===== config.mk =====
export PLATFORM = sky130hd
export DESIGN_NAME = dsd_decoder
export DESIGN_NICKNAME = d
export VERILOG_FILES = /design/src/rtl/dsd_pkg.sv /design/src/rtl/dsd_decoder.sv
export SDC_FILE = /design/constraint.sdc
export NUM_CORES = 1
export LEC_CHECK = 0
export ABC_AREA = 1
export BUFFER_PORTS_ARGS = -buffer_cell sky130_fd_sc_hd__clkbuf_2
export CAP_MARGIN = 20
export CORE_MARGIN = 2
export CORE_UTILIZATION = 31
export DETAILED_ROUTE_END_ITERATION = 10
export PLACE_DENSITY = 0.59
export SYNTH_ARGS = -nofsm -noshare
export SYNTH_HDL_FRONTEND = slang
export SYNTH_SLANG_ARGS = --single-unit
export TNS_END_PERCENT = 100

===== constraint.sdc =====
create_clock -name clk_i -period 2.8 [get_ports clk_i]
set_clock_uncertainty 0.15 [all_clocks]
set_input_delay 0.28 -clock clk_i [delete_from_list [all_inputs] [get_ports clk_i]]
set_output_delay 0.28 -clock clk_i [all_outputs]
set_load 0.005 [all_outputs]

===== src/rtl/dsd_pkg.sv =====
// Package for the data-space decoder: address map, field layouts and the
// enumerations and carriers shared by the decoder and its surroundings.
// Assumes an 8-bit data space and a 12-bit program memory address.
package dsd_pkg;

    // ****************************************
    // Address map
    // ****************************************
    localparam logic [7:0] DSD_BANK_LO = 8'h00;
    localparam logic [7:0] DSD_BANK_HI = 8'h3F;
    localparam logic [7:0] DSD_WIN_LO = 8'h40;
    localparam logic [7:0] DSD_WIN_HI = 8'h7F;
    localparam logic [7:0] DSD_REG_X = 8'h80;
    localparam logic [7:0] DSD_REG_Y = 8'h81;
    localparam logic [7:0] DSD_REG_V = 8'h82;
    localparam logic [7:0] DSD_REG_W = 8'h83;
    localparam logic [7:0] DSD_RAM_LO = 8'h84;
    localparam logic [7:0] DSD_RAM_HI = 8'hBF;
    localparam logic [7:0] DSD_PDATA_LO = 8'hC0;
    localparam logic [7:0] DSD_PDATA_HI = 8'hC2;
    localparam logic [7:0] DSD_PDIR_LO = 8'hC4;
    localparam logic [7:0] DSD_PDIR_HI = 8'hC6;
    localparam logic [7:0] DSD_INTOPT = 8'hC8;
    localparam logic [7:0] DSD_ROM_WINDOW_BASE = 8'hC9;
    localparam logic [7:0] DSD_POPT_LO = 8'hCC;
    localparam logic [7:0] DSD_POPT_HI = 8'hCE;
    localparam logic [7:0] DSD_ADC_LO = 8'hD0;
    localparam logic [7:0] DSD_ADC_HI = 8'hD1;
    localparam logic [7:0] DSD_TIM_LO = 8'hD2;
    localparam logic [7:0] DSD_TIM_HI = 8'hD4;
    localparam logic [7:0] DSD_ART1_LO = 8'hD5;
    localparam logic [7:0] DSD_ART1_HI = 8'hD7;
    localparam logic [7:0] DSD_WDOG = 8'hD8;
    localparam logic [7:0] DSD_ART2_LO = 8'hD9;
    localparam logic [7:0] DSD_ART2_HI = 8'hDB;
    localparam logic [7:0] DSD_OSC = 8'hDC;
    localparam logic [7:0] DSD_MISC = 8'hDD;
    localparam logic [7:0] DSD_SPI_LO = 8'hE0;
    localparam logic [7:0] DSD_SPI_HI = 8'hE2;
    localparam logic [7:0] DSD_RAM_EEPROM_BANK_SELECT = 8'hE8;
    localparam logic [7:0] DSD_EECTL = 8'hEA;
    localparam logic [7:0] DSD_REG_ACC = 8'hFF;

    // ****************************************
    // Field layouts and codes
    // ****************************************
    localparam int DSD_WIN_UPPER_W = 6;
    localparam int DSD_OFF_W = 6;
    localparam int DSD_PM_ADDR_W = 12;
    localparam logic [7:0] DSD_BANK_EE0 = 8'h01;
    localparam logic [7:0] DSD_BANK_EE1 = 8'h02;
    localparam logic [7:0] DSD_BANK_RAM2 = 8'h10;

    // ****************************************
    // Enumerations and carriers
    // ****************************************
    typedef enum logic [2:0] {
        DSD_TGT_NONE, DSD_TGT_BANK, DSD_TGT_WINDOW, DSD_TGT_CORE,
        DSD_TGT_RAM, DSD_TGT_PERIPH, DSD_TGT_CFG
    } dsd_target_t;

    typedef enum logic [1:0] {
        DSD_PAGE_NONE, DSD_PAGE_EE0, DSD_PAGE_EE1, DSD_PAGE_RAM2
    } dsd_page_t;

    typedef enum logic [2:0] {
        DSD_CORE_NONE, DSD_CORE_X, DSD_CORE_Y, DSD_CORE_V, DSD_CORE_W, DSD_CORE_ACC
    } dsd_core_t;

    typedef enum logic [3:0] {
        DSD_PER_NONE, DSD_PER_PDATA, DSD_PER_PDIR, DSD_PER_INTOPT, DSD_PER_POPT,
        DSD_PER_ADC, DSD_PER_TIM, DSD_PER_ART, DSD_PER_WDOG, DSD_PER_OSC,
        DSD_PER_MISC, DSD_PER_SPI, DSD_PER_EECTL
    } dsd_periph_t;

    typedef struct packed {
        logic rd;
        logic wr;
        logic [7:0] addr;
        logic [7:0] wdata;
    } dsd_req_t;

    typedef struct packed {
        dsd_target_t tgt;
        logic rd;
        logic wr;
        logic [DSD_OFF_W-1:0] off;
        logic [7:0] wdata;
    } dsd_route_t;

endpackage


===== src/rtl/dsd_decoder.sv =====
// Data-space decoder with the program-memory read window and bank select.
// Assumes the core drives one request per cycle on the same clock; every
// output is registered, so a route appears one cycle after its request.
//
// Summary of operation
// Reads at 40h-7Fh come from program memory
// Window address is base and low six bits
// Window moves in 64-byte steps up to 0FFFh
// Base uses bits 5-0, bits 7-6 unused
// Core never reads or bit-modifies the base
// Base not reset, software loads it first
// Software writes shadow copy before base register
// 00h-3Fh goes to the selected bank page
// General RAM decoded at 084h-0BFh
// Core registers X, Y, V, W, accumulator mapped
// Port, direction, interrupt option registers decoded
// Converter, timers, watchdog, SPI, EEPROM control decoded
// Bank codes 01, 02, 10h choose page
// Bank select not reset by initialisation
// Writes into the window are dropped
// Reserved addresses select nothing
`timescale 1ns/1ps

module dsd_decoder (
    input wire logic clk_i,
    input wire logic rst_i,
    input wire dsd_pkg::dsd_req_t req_i,
    output dsd_pkg::dsd_route_t route_o,
    output logic pm_rd_o,
    output logic [dsd_pkg::DSD_PM_ADDR_W-1:0] pm_addr_o,
    output dsd_pkg::dsd_page_t page_o,
    output dsd_pkg::dsd_core_t core_o,
    output dsd_pkg::dsd_periph_t periph_o,
    output logic [2:0] periph_reg_o
);
    import dsd_pkg::*;

    // ****************************************
    // Configuration registers
    // ****************************************
    logic [DSD_WIN_UPPER_W-1:0] rom_window_base;
    logic [7:0] ram_eeprom_bank_select;

    wire [7:0] a = req_i.addr;
    wire acc_any = req_i.rd | req_i.wr;
    wire wr_base = req_i.wr && (a == DSD_ROM_WINDOW_BASE);
    wire wr_bank = req_i.wr && (a == DSD_RAM_EEPROM_BANK_SELECT);

    // No reset on either register: contents stay as software left them
    always_ff @(posedge clk_i) begin
        if (wr_base) begin
            rom_window_base <= req_i.wdata[DSD_WIN_UPPER_W-1:0];
        end
    end

    always_ff @(posedge clk_i) begin
        if (wr_bank) begin
            ram_eeprom_bank_select <= req_i.wdata;
        end
    end

    // ****************************************
    // Region decode
    // ****************************************
    wire in_bank = (a <= DSD_BANK_HI);
    wire in_win = (a >= DSD_WIN_LO) && (a <= DSD_WIN_HI);
    wire in_ram = (a >= DSD_RAM_LO) && (a <= DSD_RAM_HI);
    wire in_cfg = (a == DSD_ROM_WINDOW_BASE) || (a == DSD_RAM_EEPROM_BANK_SELECT);

    dsd_page_t page_dec;
    assign page_dec = (ram_eeprom_bank_select == DSD_BANK_EE0) ? DSD_PAGE_EE0 :
                      (ram_eeprom_bank_select == DSD_BANK_EE1) ? DSD_PAGE_EE1 :
                      (ram_eeprom_bank_select == DSD_BANK_RAM2) ? DSD_PAGE_RAM2 :
                      DSD_PAGE_NONE;

    dsd_core_t core_dec;
    assign core_dec = (a == DSD_REG_X) ? DSD_CORE_X :
                      (a == DSD_REG_Y) ? DSD_CORE_Y :
                      (a == DSD_REG_V) ? DSD_CORE_V :
                      (a == DSD_REG_W) ? DSD_CORE_W :
                      (a == DSD_REG_ACC) ? DSD_CORE_ACC :
                      DSD_CORE_NONE;

    // ****************************************
    // Peripheral select decode
    // ****************************************
    dsd_periph_t per_dec;
    logic [2:0] per_idx;
    wire [7:0] d_tim = a - DSD_TIM_LO;
    wire [7:0] d_art1 = a - DSD_ART1_LO;
    wire [7:0] d_art2 = a - DSD_ART2_LO + 8'h03;

    always_comb begin
        per_dec = DSD_PER_NONE;
        per_idx = 3'h0;
        if ((a >= DSD_PDATA_LO) && (a <= DSD_PDATA_HI)) begin
            per_dec = DSD_PER_PDATA;
            per_idx = {1'b0, a[1:0]};
        end else if ((a >= DSD_PDIR_LO) && (a <= DSD_PDIR_HI)) begin
            per_dec = DSD_PER_PDIR;
            per_idx = {1'b0, a[1:0]};
        end else if (a == DSD_INTOPT) begin
            per_dec = DSD_PER_INTOPT;
        end else if ((a >= DSD_POPT_LO) && (a <= DSD_POPT_HI)) begin
            per_dec = DSD_PER_POPT;
            per_idx = {1'b0, a[1:0]};
        end else if ((a >= DSD_ADC_LO) && (a <= DSD_ADC_HI)) begin
            per_dec = DSD_PER_ADC;
            per_idx = {2'h0, a[0]};
        end else if ((a >= DSD_TIM_LO) && (a <= DSD_TIM_HI)) begin
            per_dec = DSD_PER_TIM;
            per_idx = d_tim[2:0];
        end else if ((a >= DSD_ART1_LO) && (a <= DSD_ART1_HI)) begin
            per_dec = DSD_PER_ART;
            per_idx = d_art1[2:0];
        end else if (a == DSD_WDOG) begin
            per_dec = DSD_PER_WDOG;
        end else if ((a >= DSD_ART2_LO) && (a <= DSD_ART2_HI)) begin
            per_dec = DSD_PER_ART;
            per_idx = d_art2[2:0];
        end else if (a == DSD_OSC) begin
            per_dec = DSD_PER_OSC;
        end else if (a == DSD_MISC) begin
            per_dec = DSD_PER_MISC;
        end else if ((a >= DSD_SPI_LO) && (a <= DSD_SPI_HI)) begin
            per_dec = DSD_PER_SPI;
            per_idx = {1'b0, a[1:0]};
        end else if (a == DSD_EECTL) begin
            per_dec = DSD_PER_EECTL;
        end
    end

    // ****************************************
    // Target selection
    // ****************************************
    dsd_target_t tgt_dec;
    assign tgt_dec = !acc_any ? DSD_TGT_NONE :
                     (in_bank && page_dec != DSD_PAGE_NONE) ? DSD_TGT_BANK :
                     (in_win && req_i.rd) ? DSD_TGT_WINDOW :
                     (core_dec != DSD_CORE_NONE) ? DSD_TGT_CORE :
                     in_ram ? DSD_TGT_RAM :
                     (per_dec != DSD_PER_NONE) ? DSD_TGT_PERIPH :
                     (in_cfg && req_i.wr) ? DSD_TGT_CFG :
                     DSD_TGT_NONE;

    wire [7:0] ram_off = a - DSD_RAM_LO;
    wire sel = (tgt_dec != DSD_TGT_NONE);

    dsd_route_t next_route;
    assign next_route.tgt = tgt_dec;
    assign next_route.rd = sel & req_i.rd;
    assign next_route.wr = sel & req_i.wr & (tgt_dec != DSD_TGT_WINDOW);
    assign next_route.off = (tgt_dec == DSD_TGT_RAM) ? ram_off[DSD_OFF_W-1:0] : a[DSD_OFF_W-1:0];
    assign next_route.wdata = req_i.wdata;

    wire next_pm_rd = (tgt_dec == DSD_TGT_WINDOW);
    wire [DSD_PM_ADDR_W-1:0] next_pm_addr = {rom_window_base, a[DSD_OFF_W-1:0]};

    // ****************************************
    // Output registers
    // ****************************************
    always_ff @(posedge clk_i or posedge rst_i) begin
        if (rst_i) begin
            route_o <= '0;
            pm_rd_o <= 1'b0;
            pm_addr_o <= '0;
            page_o <= DSD_PAGE_NONE;
            core_o <= DSD_CORE_NONE;
            periph_o <= DSD_PER_NONE;
            periph_reg_o <= 3'h0;
        end else begin
            route_o <= next_route;
            pm_rd_o <= next_pm_rd;
            pm_addr_o <= next_pm_rd ? next_pm_addr : pm_addr_o;
            page_o <= (tgt_dec == DSD_TGT_BANK) ? page_dec : DSD_PAGE_NONE;
            core_o <= (tgt_dec == DSD_TGT_CORE) ? core_dec : DSD_CORE_NONE;
            periph_o <= (tgt_dec == DSD_TGT_PERIPH) ? per_dec : DSD_PER_NONE;
            periph_reg_o <= (tgt_dec == DSD_TGT_PERIPH) ? per_idx : 3'h0;
        end
    end
endmodule


; Yosys cells after proc, flatten, opt, wreduce, memory -nomap -nowiden
; Cells that the tools add are included.
[word_totals]
ff_bits = 58
elab_cells = 129
input_bits = 20
out_inout_bits = 44
[classes]
order_cmp = 21
muxes = 45
n_eq_ne = 21
addsub = 5
n_bitwise = 4
reduce_logical = 20
[ops]
columns = op, count
row1 = "equality test 8 bit, second input constant", 12
row2 = "greater-or-equal comparator 8 bit, second input constant", 9
row3 = "<= comparator 8 bit, second input constant", 9
row4 = 2-to-1 mux 3 bit, 23
row5 = 2-to-1 mux 4 bit, 14
row6 = logical AND 1 bit, 15
row7 = 2-to-1 mux 2 bit, 7
row8 = "equality test 8 x 1 -> 1 bit, second input constant", 1
row9 = "equality test 8 x 2 -> 1 bit, second input constant", 1
row10 = "equality test 8 x 5 -> 1 bit, second input constant", 1
row11 = "greater-or-equal comparator 8 x 7 -> 1 bit, second input constant", 1
row12 = "<= comparator 8 x 6 -> 1 bit, second input constant", 1
row13 = "<= comparator 8 x 7 -> 1 bit, second input constant", 1
row14 = "equality test 3 x 2 -> 1 bit, second input constant", 2
row15 = "equality test 3 bit, second input constant", 2
row16 = 2-to-1 mux 6 bit, 1
row17 = nonzero test 3 bit, 2
row18 = "subtractor 6 x 3 -> 6 bit, second input constant", 1
row19 = nonzero test 4 bit, 1
row20 = "adder 3 x 2 -> 3 bit, second input constant", 1
row21 = bitwise AND 1 bit, 3
row22 = "equality test 3 x 1 -> 1 bit, second input constant", 1
row23 = "inequality test 3 x 2 -> 1 bit, second input constant", 1
row24 = "subtractor 3 x 1 -> 3 bit, second input constant", 1
row25 = 5 further kinds, 5

; Longest topological paths before layout
[logic_depth]
word_depth = 24
ltp_mapped = 22
mapped_depth_nobuf = 22

; Worst setup path after synthesis
; No wires, ideal clock.
[synth_timing]
path_type = input -> register
from = in req_i[9] in the netlist's numbering
to = reg periph_reg_o[0]
t_arrival_ns = 2.146
setup_time_ns = 0.121
stages = 21
t_required_ns = 2.529
slack_ns = 0.383
path_buffers = 1
cell_sequence = inv_1 -> ha_1 -> buf_2 -> inv_1 -> nand2_1 -> nand2_1 -> nand2_1 -> nand2_1 -> nand2_2 -> nand2_2 -> nand3_2 -> nor2_4 -> nand2_2 -> a21oi_2 -> nand2_1 -> nor2_4 -> nand2_2 -> nand2_2 -> nand2_4 -> nand3_4 -> nor2_2
[synth_between]
elab_chain_len = 23
word_cells_on_any_way = 88
cone_classes = order compare (21) / eq/ne (13) / mux (38) / reduce/logical (16)
[synth_lines]
columns = item, line
row1 = "start, declared", dsd_decoder.sv:27  ; input wire dsd_pkg::dsd_req_t req_i,
row2 = "greater-or-equal comparator 8 bit, or another cell as far along", dsd_decoder.sv:125  ; end else if ((a >= DSD_SPI_LO) && (a <= DSD_SPI_HI)) begin
row3 = logical AND 1 bit or 2-to-1 mux 4 bit (tied branches), "dsd_decoder.sv:125, dsd_decoder.sv:128"
row4 = 2-to-1 mux 4 bit, dsd_decoder.sv:125
row5 = 2-to-1 mux 4 bit, dsd_decoder.sv:123  ; end else if (a == DSD_MISC) begin
row6 = 2-to-1 mux 4 bit, dsd_decoder.sv:121  ; end else if (a == DSD_OSC) begin
row7 = 2-to-1 mux 4 bit, dsd_decoder.sv:118  ; end else if ((a >= DSD_ART2_LO) && (a <= DSD_ART2_HI)) begin
row8 = 2-to-1 mux 4 bit, dsd_decoder.sv:116  ; end else if (a == DSD_WDOG) begin
row9 = 2-to-1 mux 4 bit, dsd_decoder.sv:113  ; end else if ((a >= DSD_ART1_LO) && (a <= DSD_ART1_HI)) begin
row10 = [... 7 more ...], n/a
row11 = 2-to-1 mux 3 bit, dsd_decoder.sv:142  ; (per_dec != DSD_PER_NONE) ? DSD_TGT_PERIPH :
row12 = 2-to-1 mux 3 bit, dsd_decoder.sv:141  ; in_ram ? DSD_TGT_RAM :
row13 = 2-to-1 mux 3 bit, dsd_decoder.sv:140  ; (core_dec != DSD_CORE_NONE) ? DSD_TGT_CORE :
row14 = 2-to-1 mux 3 bit, dsd_decoder.sv:139  ; (in_win && req_i.rd) ? DSD_TGT_WINDOW :
row15 = 2-to-1 mux 3 bit, dsd_decoder.sv:138  ; (in_bank && page_dec != DSD_PAGE_NONE) ? DSD_TGT_BANK :
row16 = 2-to-1 mux 3 bit, dsd_decoder.sv:137  ; assign tgt_dec = !acc_any ? DSD_TGT_NONE :
row17 = equality test 3 bit, dsd_decoder.sv:178  ; periph_reg_o <= (tgt_dec == DSD_TGT_PERIPH) ? per_idx : 3'h0;
row18 = 2-to-1 mux 3 bit (*), dsd_decoder.sv:178
row19 = "end signal, assigned", dsd_decoder.sv:178
row20 = "end, declared", dsd_decoder.sv:34  ; output logic [2:0] periph_reg_o
; Mark *: on every way between the ends. The rest lies on a longest branch, timed or not.
; A chain may end at the register's enable or synchronous reset.

==> summary.txt <==
Run status
  • Outcome: complete, but fails checks
  • Failing checks: hold timing

Floorplan
  • Die Y-Extent: 104 um
  • Die span in x: 104 um
  • Core area: 0.00973 sq mm
  • Ports: 64
  • # rows: 36
  • Initial Util: 31.6%
  • Die area: 0.0107 sq mm

Critical path
  • Setup crit end kind: register
  • Arrival time at the worst endpoint: 2630 ps
  • CP startpoint kind: primary input
  • CP dominant cell by count: nand2_1
  • WP data required: 2860 ps
  • Max stage delay cell, worst path: ha_1
  • Critical-path cell list: clkbuf_2 -> inv_1 -> ha_1 -> nand2_1 -> nand3_1 -> nand2_1 -> nand2_1 -> nand2_1 -> nand2_1 -> nand2_1 -> nand2_1 -> nand2_1 -> nand2_1 -> nand2_1 -> nand2_1 -> nand2_1 -> nor2_4 -> nand3_2 -> nand2_4 -> inv_2 -> nand2_1 -> nor2_1
  • Critical Path Max Stage Delay: 300 ps
  • Worst Setup Path Type: primary input to register
  • CP max FO: 8

STA
  • Worst hold slack: -15.2 ps
  • Final Cycle Share: 91.6%
  • Max_slew headroom: between 30% and 40%
  • Final setup fails: 0
  • Pins Over Slew Limit: 0
  • Final Hold Viols: 27
  • RSZ-0062 raised after global routing: no
  • Worst Max-Slew Pin Slew: ~920 ps
  • Post-route minimum period: about 2600 ps
  • Fmax: 390 MHz

Finish
  • Layout cells sized above 1: 34.5%
  • Post-Layout Cell Count: 605
  • Final nets: 499
  • Area grow syn2layout: 34.5%
  • N_diodes: 0
  • Most common cell after layout, fill and taps aside: nand2_1
  • Filler instances: 1026
  • Most frequent cells in the layout: nand2_1, clkbuf_2, dfrtp_1
  • Final core utilization: 42.6%
  • Multi-input gate area: approximately 0.0014 sq mm
  • FF/Latch Area: 0.00152 sq mm

CTS
  • Post CTS Setup Buffer Count: 0
  • Clock sinks: 58
  • Total CTS buffers: 9
  • Later-pin clock latency in the skew report: 330 ps
  • Number of H-tree levels: 3
  • Worst-path clk slew: 70 ps
  • CTS Buffer Depth: 2
  • CTS tree: built
  • Clock root buffer: clkbuf_8

Run
  • Max_cap viols: 0

GRT
  • Initial antenna violation count: 0
  • Global route overflow: 0
  • Largest net degree at the start of global routing: 45
  • All-Layer GR Usage: 16.2%
  • Vias in the first global route: ~2800
  • First-pass GRT wire length: 13800 um

Power and ir drop
  • Peak supply drop: around 290 uV
  • Power per cell area: 522 mW/mm^2
  • Static leakage: 2.12 nW

Synth
  • Area leader, netlist: dfrtp_1
  • Post-synth top area share: 35.8%
  • Post-synth EDFFs: 14
  • Synth Register Bits: 58
  • Syn Area/Cell: 8.82 sq um
  • Yosys warns: 0
  • Syn nets: 381
  • Synth Instances: 349
  • Top FF cell, synth: dfrtp_1
  • Mapped cell area: ~0.003 sq mm
  • Netlist cell types: 38
  • Ys async rst share: about 76%
  • Seq/Total Area, Yosys: 49.4%
  • Ranking of synthesized cells by area: dfrtp_1, edfxtp_1, nand2_1, ha_1, inv_1

Placement
  • Cell count after placement: 581
  • Gpl congestion: 0.895
  • I/O Buffers: 63
  • DP Wirelength: 6400 um

Hold path
  • Min-delay worst type: primary input to asynchronous set/reset pin

Drt
  • DR pass1 iterations: 4
  • Antenna-violating nets left: 0
  • Final WL: 8340 um
  • Initial DRC count: 157
  • DRC viols: 0
  • Routed WL per cell: 13.8 um
  • Vias per cell: 4.47
  • Via count: 2703
-- metrics by stage --
stage	setup TNS [ps]	setup WS [ps]	hold slack, ps	area [sq um]	power [W]
2_1_floorplan	0	383	161	3080	0.00114
3_3_place_gp	-518	-59.4	258	3840	0.00130
3_5_place_dp	-773	-72.2	258	3840	0.00130
4_1_cts	0	266	12.3	4140	0.00219
5_1_grt	0	52.4	32.8	4140	0.00228
6_report	0	234	-15.2	4140	0.00216
-- repair_timing --
| item | CTS | global route |
|---|---|---|
| gates resized for setup | 0 | 0 |
| endpoints found under the setup margin | 0 | 0 |
| hold buffers | 8 | 0 |
| endpoints found under the hold margin | 12 | 0 |
-- power breakdown --
group	switching [W]	total, W	internal (W)
logic	0.000210	0.000352	0.000142
clock network	0.000361	0.000868	0.000506
registers	0.0000244	0.000943	0.000919
total	0.000596	0.00216	0.00157
-- critical path, delay by kind of cell --
family                     cells  cell delay, ps
buffers and inverters          3             340
adders and majority gates      1             300
and+or+nand+nor               18            1690
-- worst paths after layout --
path,from,end,slack (ps),cells after the start
max in group asynchronous,rst_i,core_o[1]$_DFF_PP0_,1940,2
hold reg to reg,rom_window_base[1]$_DFFE_PP_,pm_addr_o[7]$_DFFE_PP0N_,310,2
setup / recovery,req_i[10],core_o[1]$_DFF_PP0_,230,22
setup reg to reg,ram_eeprom_bank_select[7]$_DFFE_PP_,periph_reg_o[2]$_DFF_PP0_,720,11
min in group clk_i,req_i[17],route_o[15]$_DFF_PP0_,20,3
hold / removal,rst_i,pm_addr_o[9]$_DFFE_PP0N_,-20,2
-- flip-flops by register name, indices dropped and copies added, names as in the netlist --
| signal | flops |
|---|---|
| pm_addr_o | 12 |
| core_o | 3 |
| rom_window_base | 6 |
| ram_eeprom_bank_select | 8 |
| periph_o | 4 |
| pm_rd_o | 1 |
| page_o | 2 |
| route_o | 19 |
| periph_reg_o | 3 |
-- kinds of logic (layout without fill, tap and decap cells) --
logic type	Yosys count	after routing	synth area share, %
AOI/OAI and AO/OA	35	35	7.11
xor gates and xnor gates	3	3	0.853
adders and majority gates	12	12	4.88
buffers and inverters	48	171	6.10
DFF	58	58	49.4
and+or+nand+nor	193	193	31.7
-- final cells by class --
cell class / instances / area share, %
multi-input combinational: 243 / 33.1
clock inverter: 7 / 2.45
inverter: 45 / 4.14
tap: 133 / 4.02
sequential: 58 / 36.7
timing repair buffer: 110 / 16.6
clock buffer: 9 / 2.99
-- layer usage --
layer / routed length (um) / share of wire [%] / global-route usage [%] / vias up
met3: 304 / 3.6 / 3.40 / 9
met4: 94 / 1.1 / 5.50 / 0
met2: 4040 / 48 / 26.6 / 63
met1: 3910 / 47 / 21.2 / 1260
met5: 0 / 0 / 0 / -
li1: - / - / - / 1371
-- synth_stat cells, types with 2 or more instances --
cell type / n
a21oi_1: 10
a21oi_2: 3
a31oi_1: 3
clkinv_1: 2
dfrtp_1: 44
edfxtp_1: 14
ha_1: 12
inv_1: 37
inv_2: 5
nand2_1: 97
nand2_2: 7
nand2_4: 4
nand3_1: 19
nand3_2: 4
nand3_4: 2
nand3b_1: 5
nand4_1: 10
nor2_1: 23
nor2_2: 9
nor2_4: 5
nor3_1: 4
nor3_2: 2
o21ai_0: 11
xor2_1: 3
(Power assumes the default switching activity.)
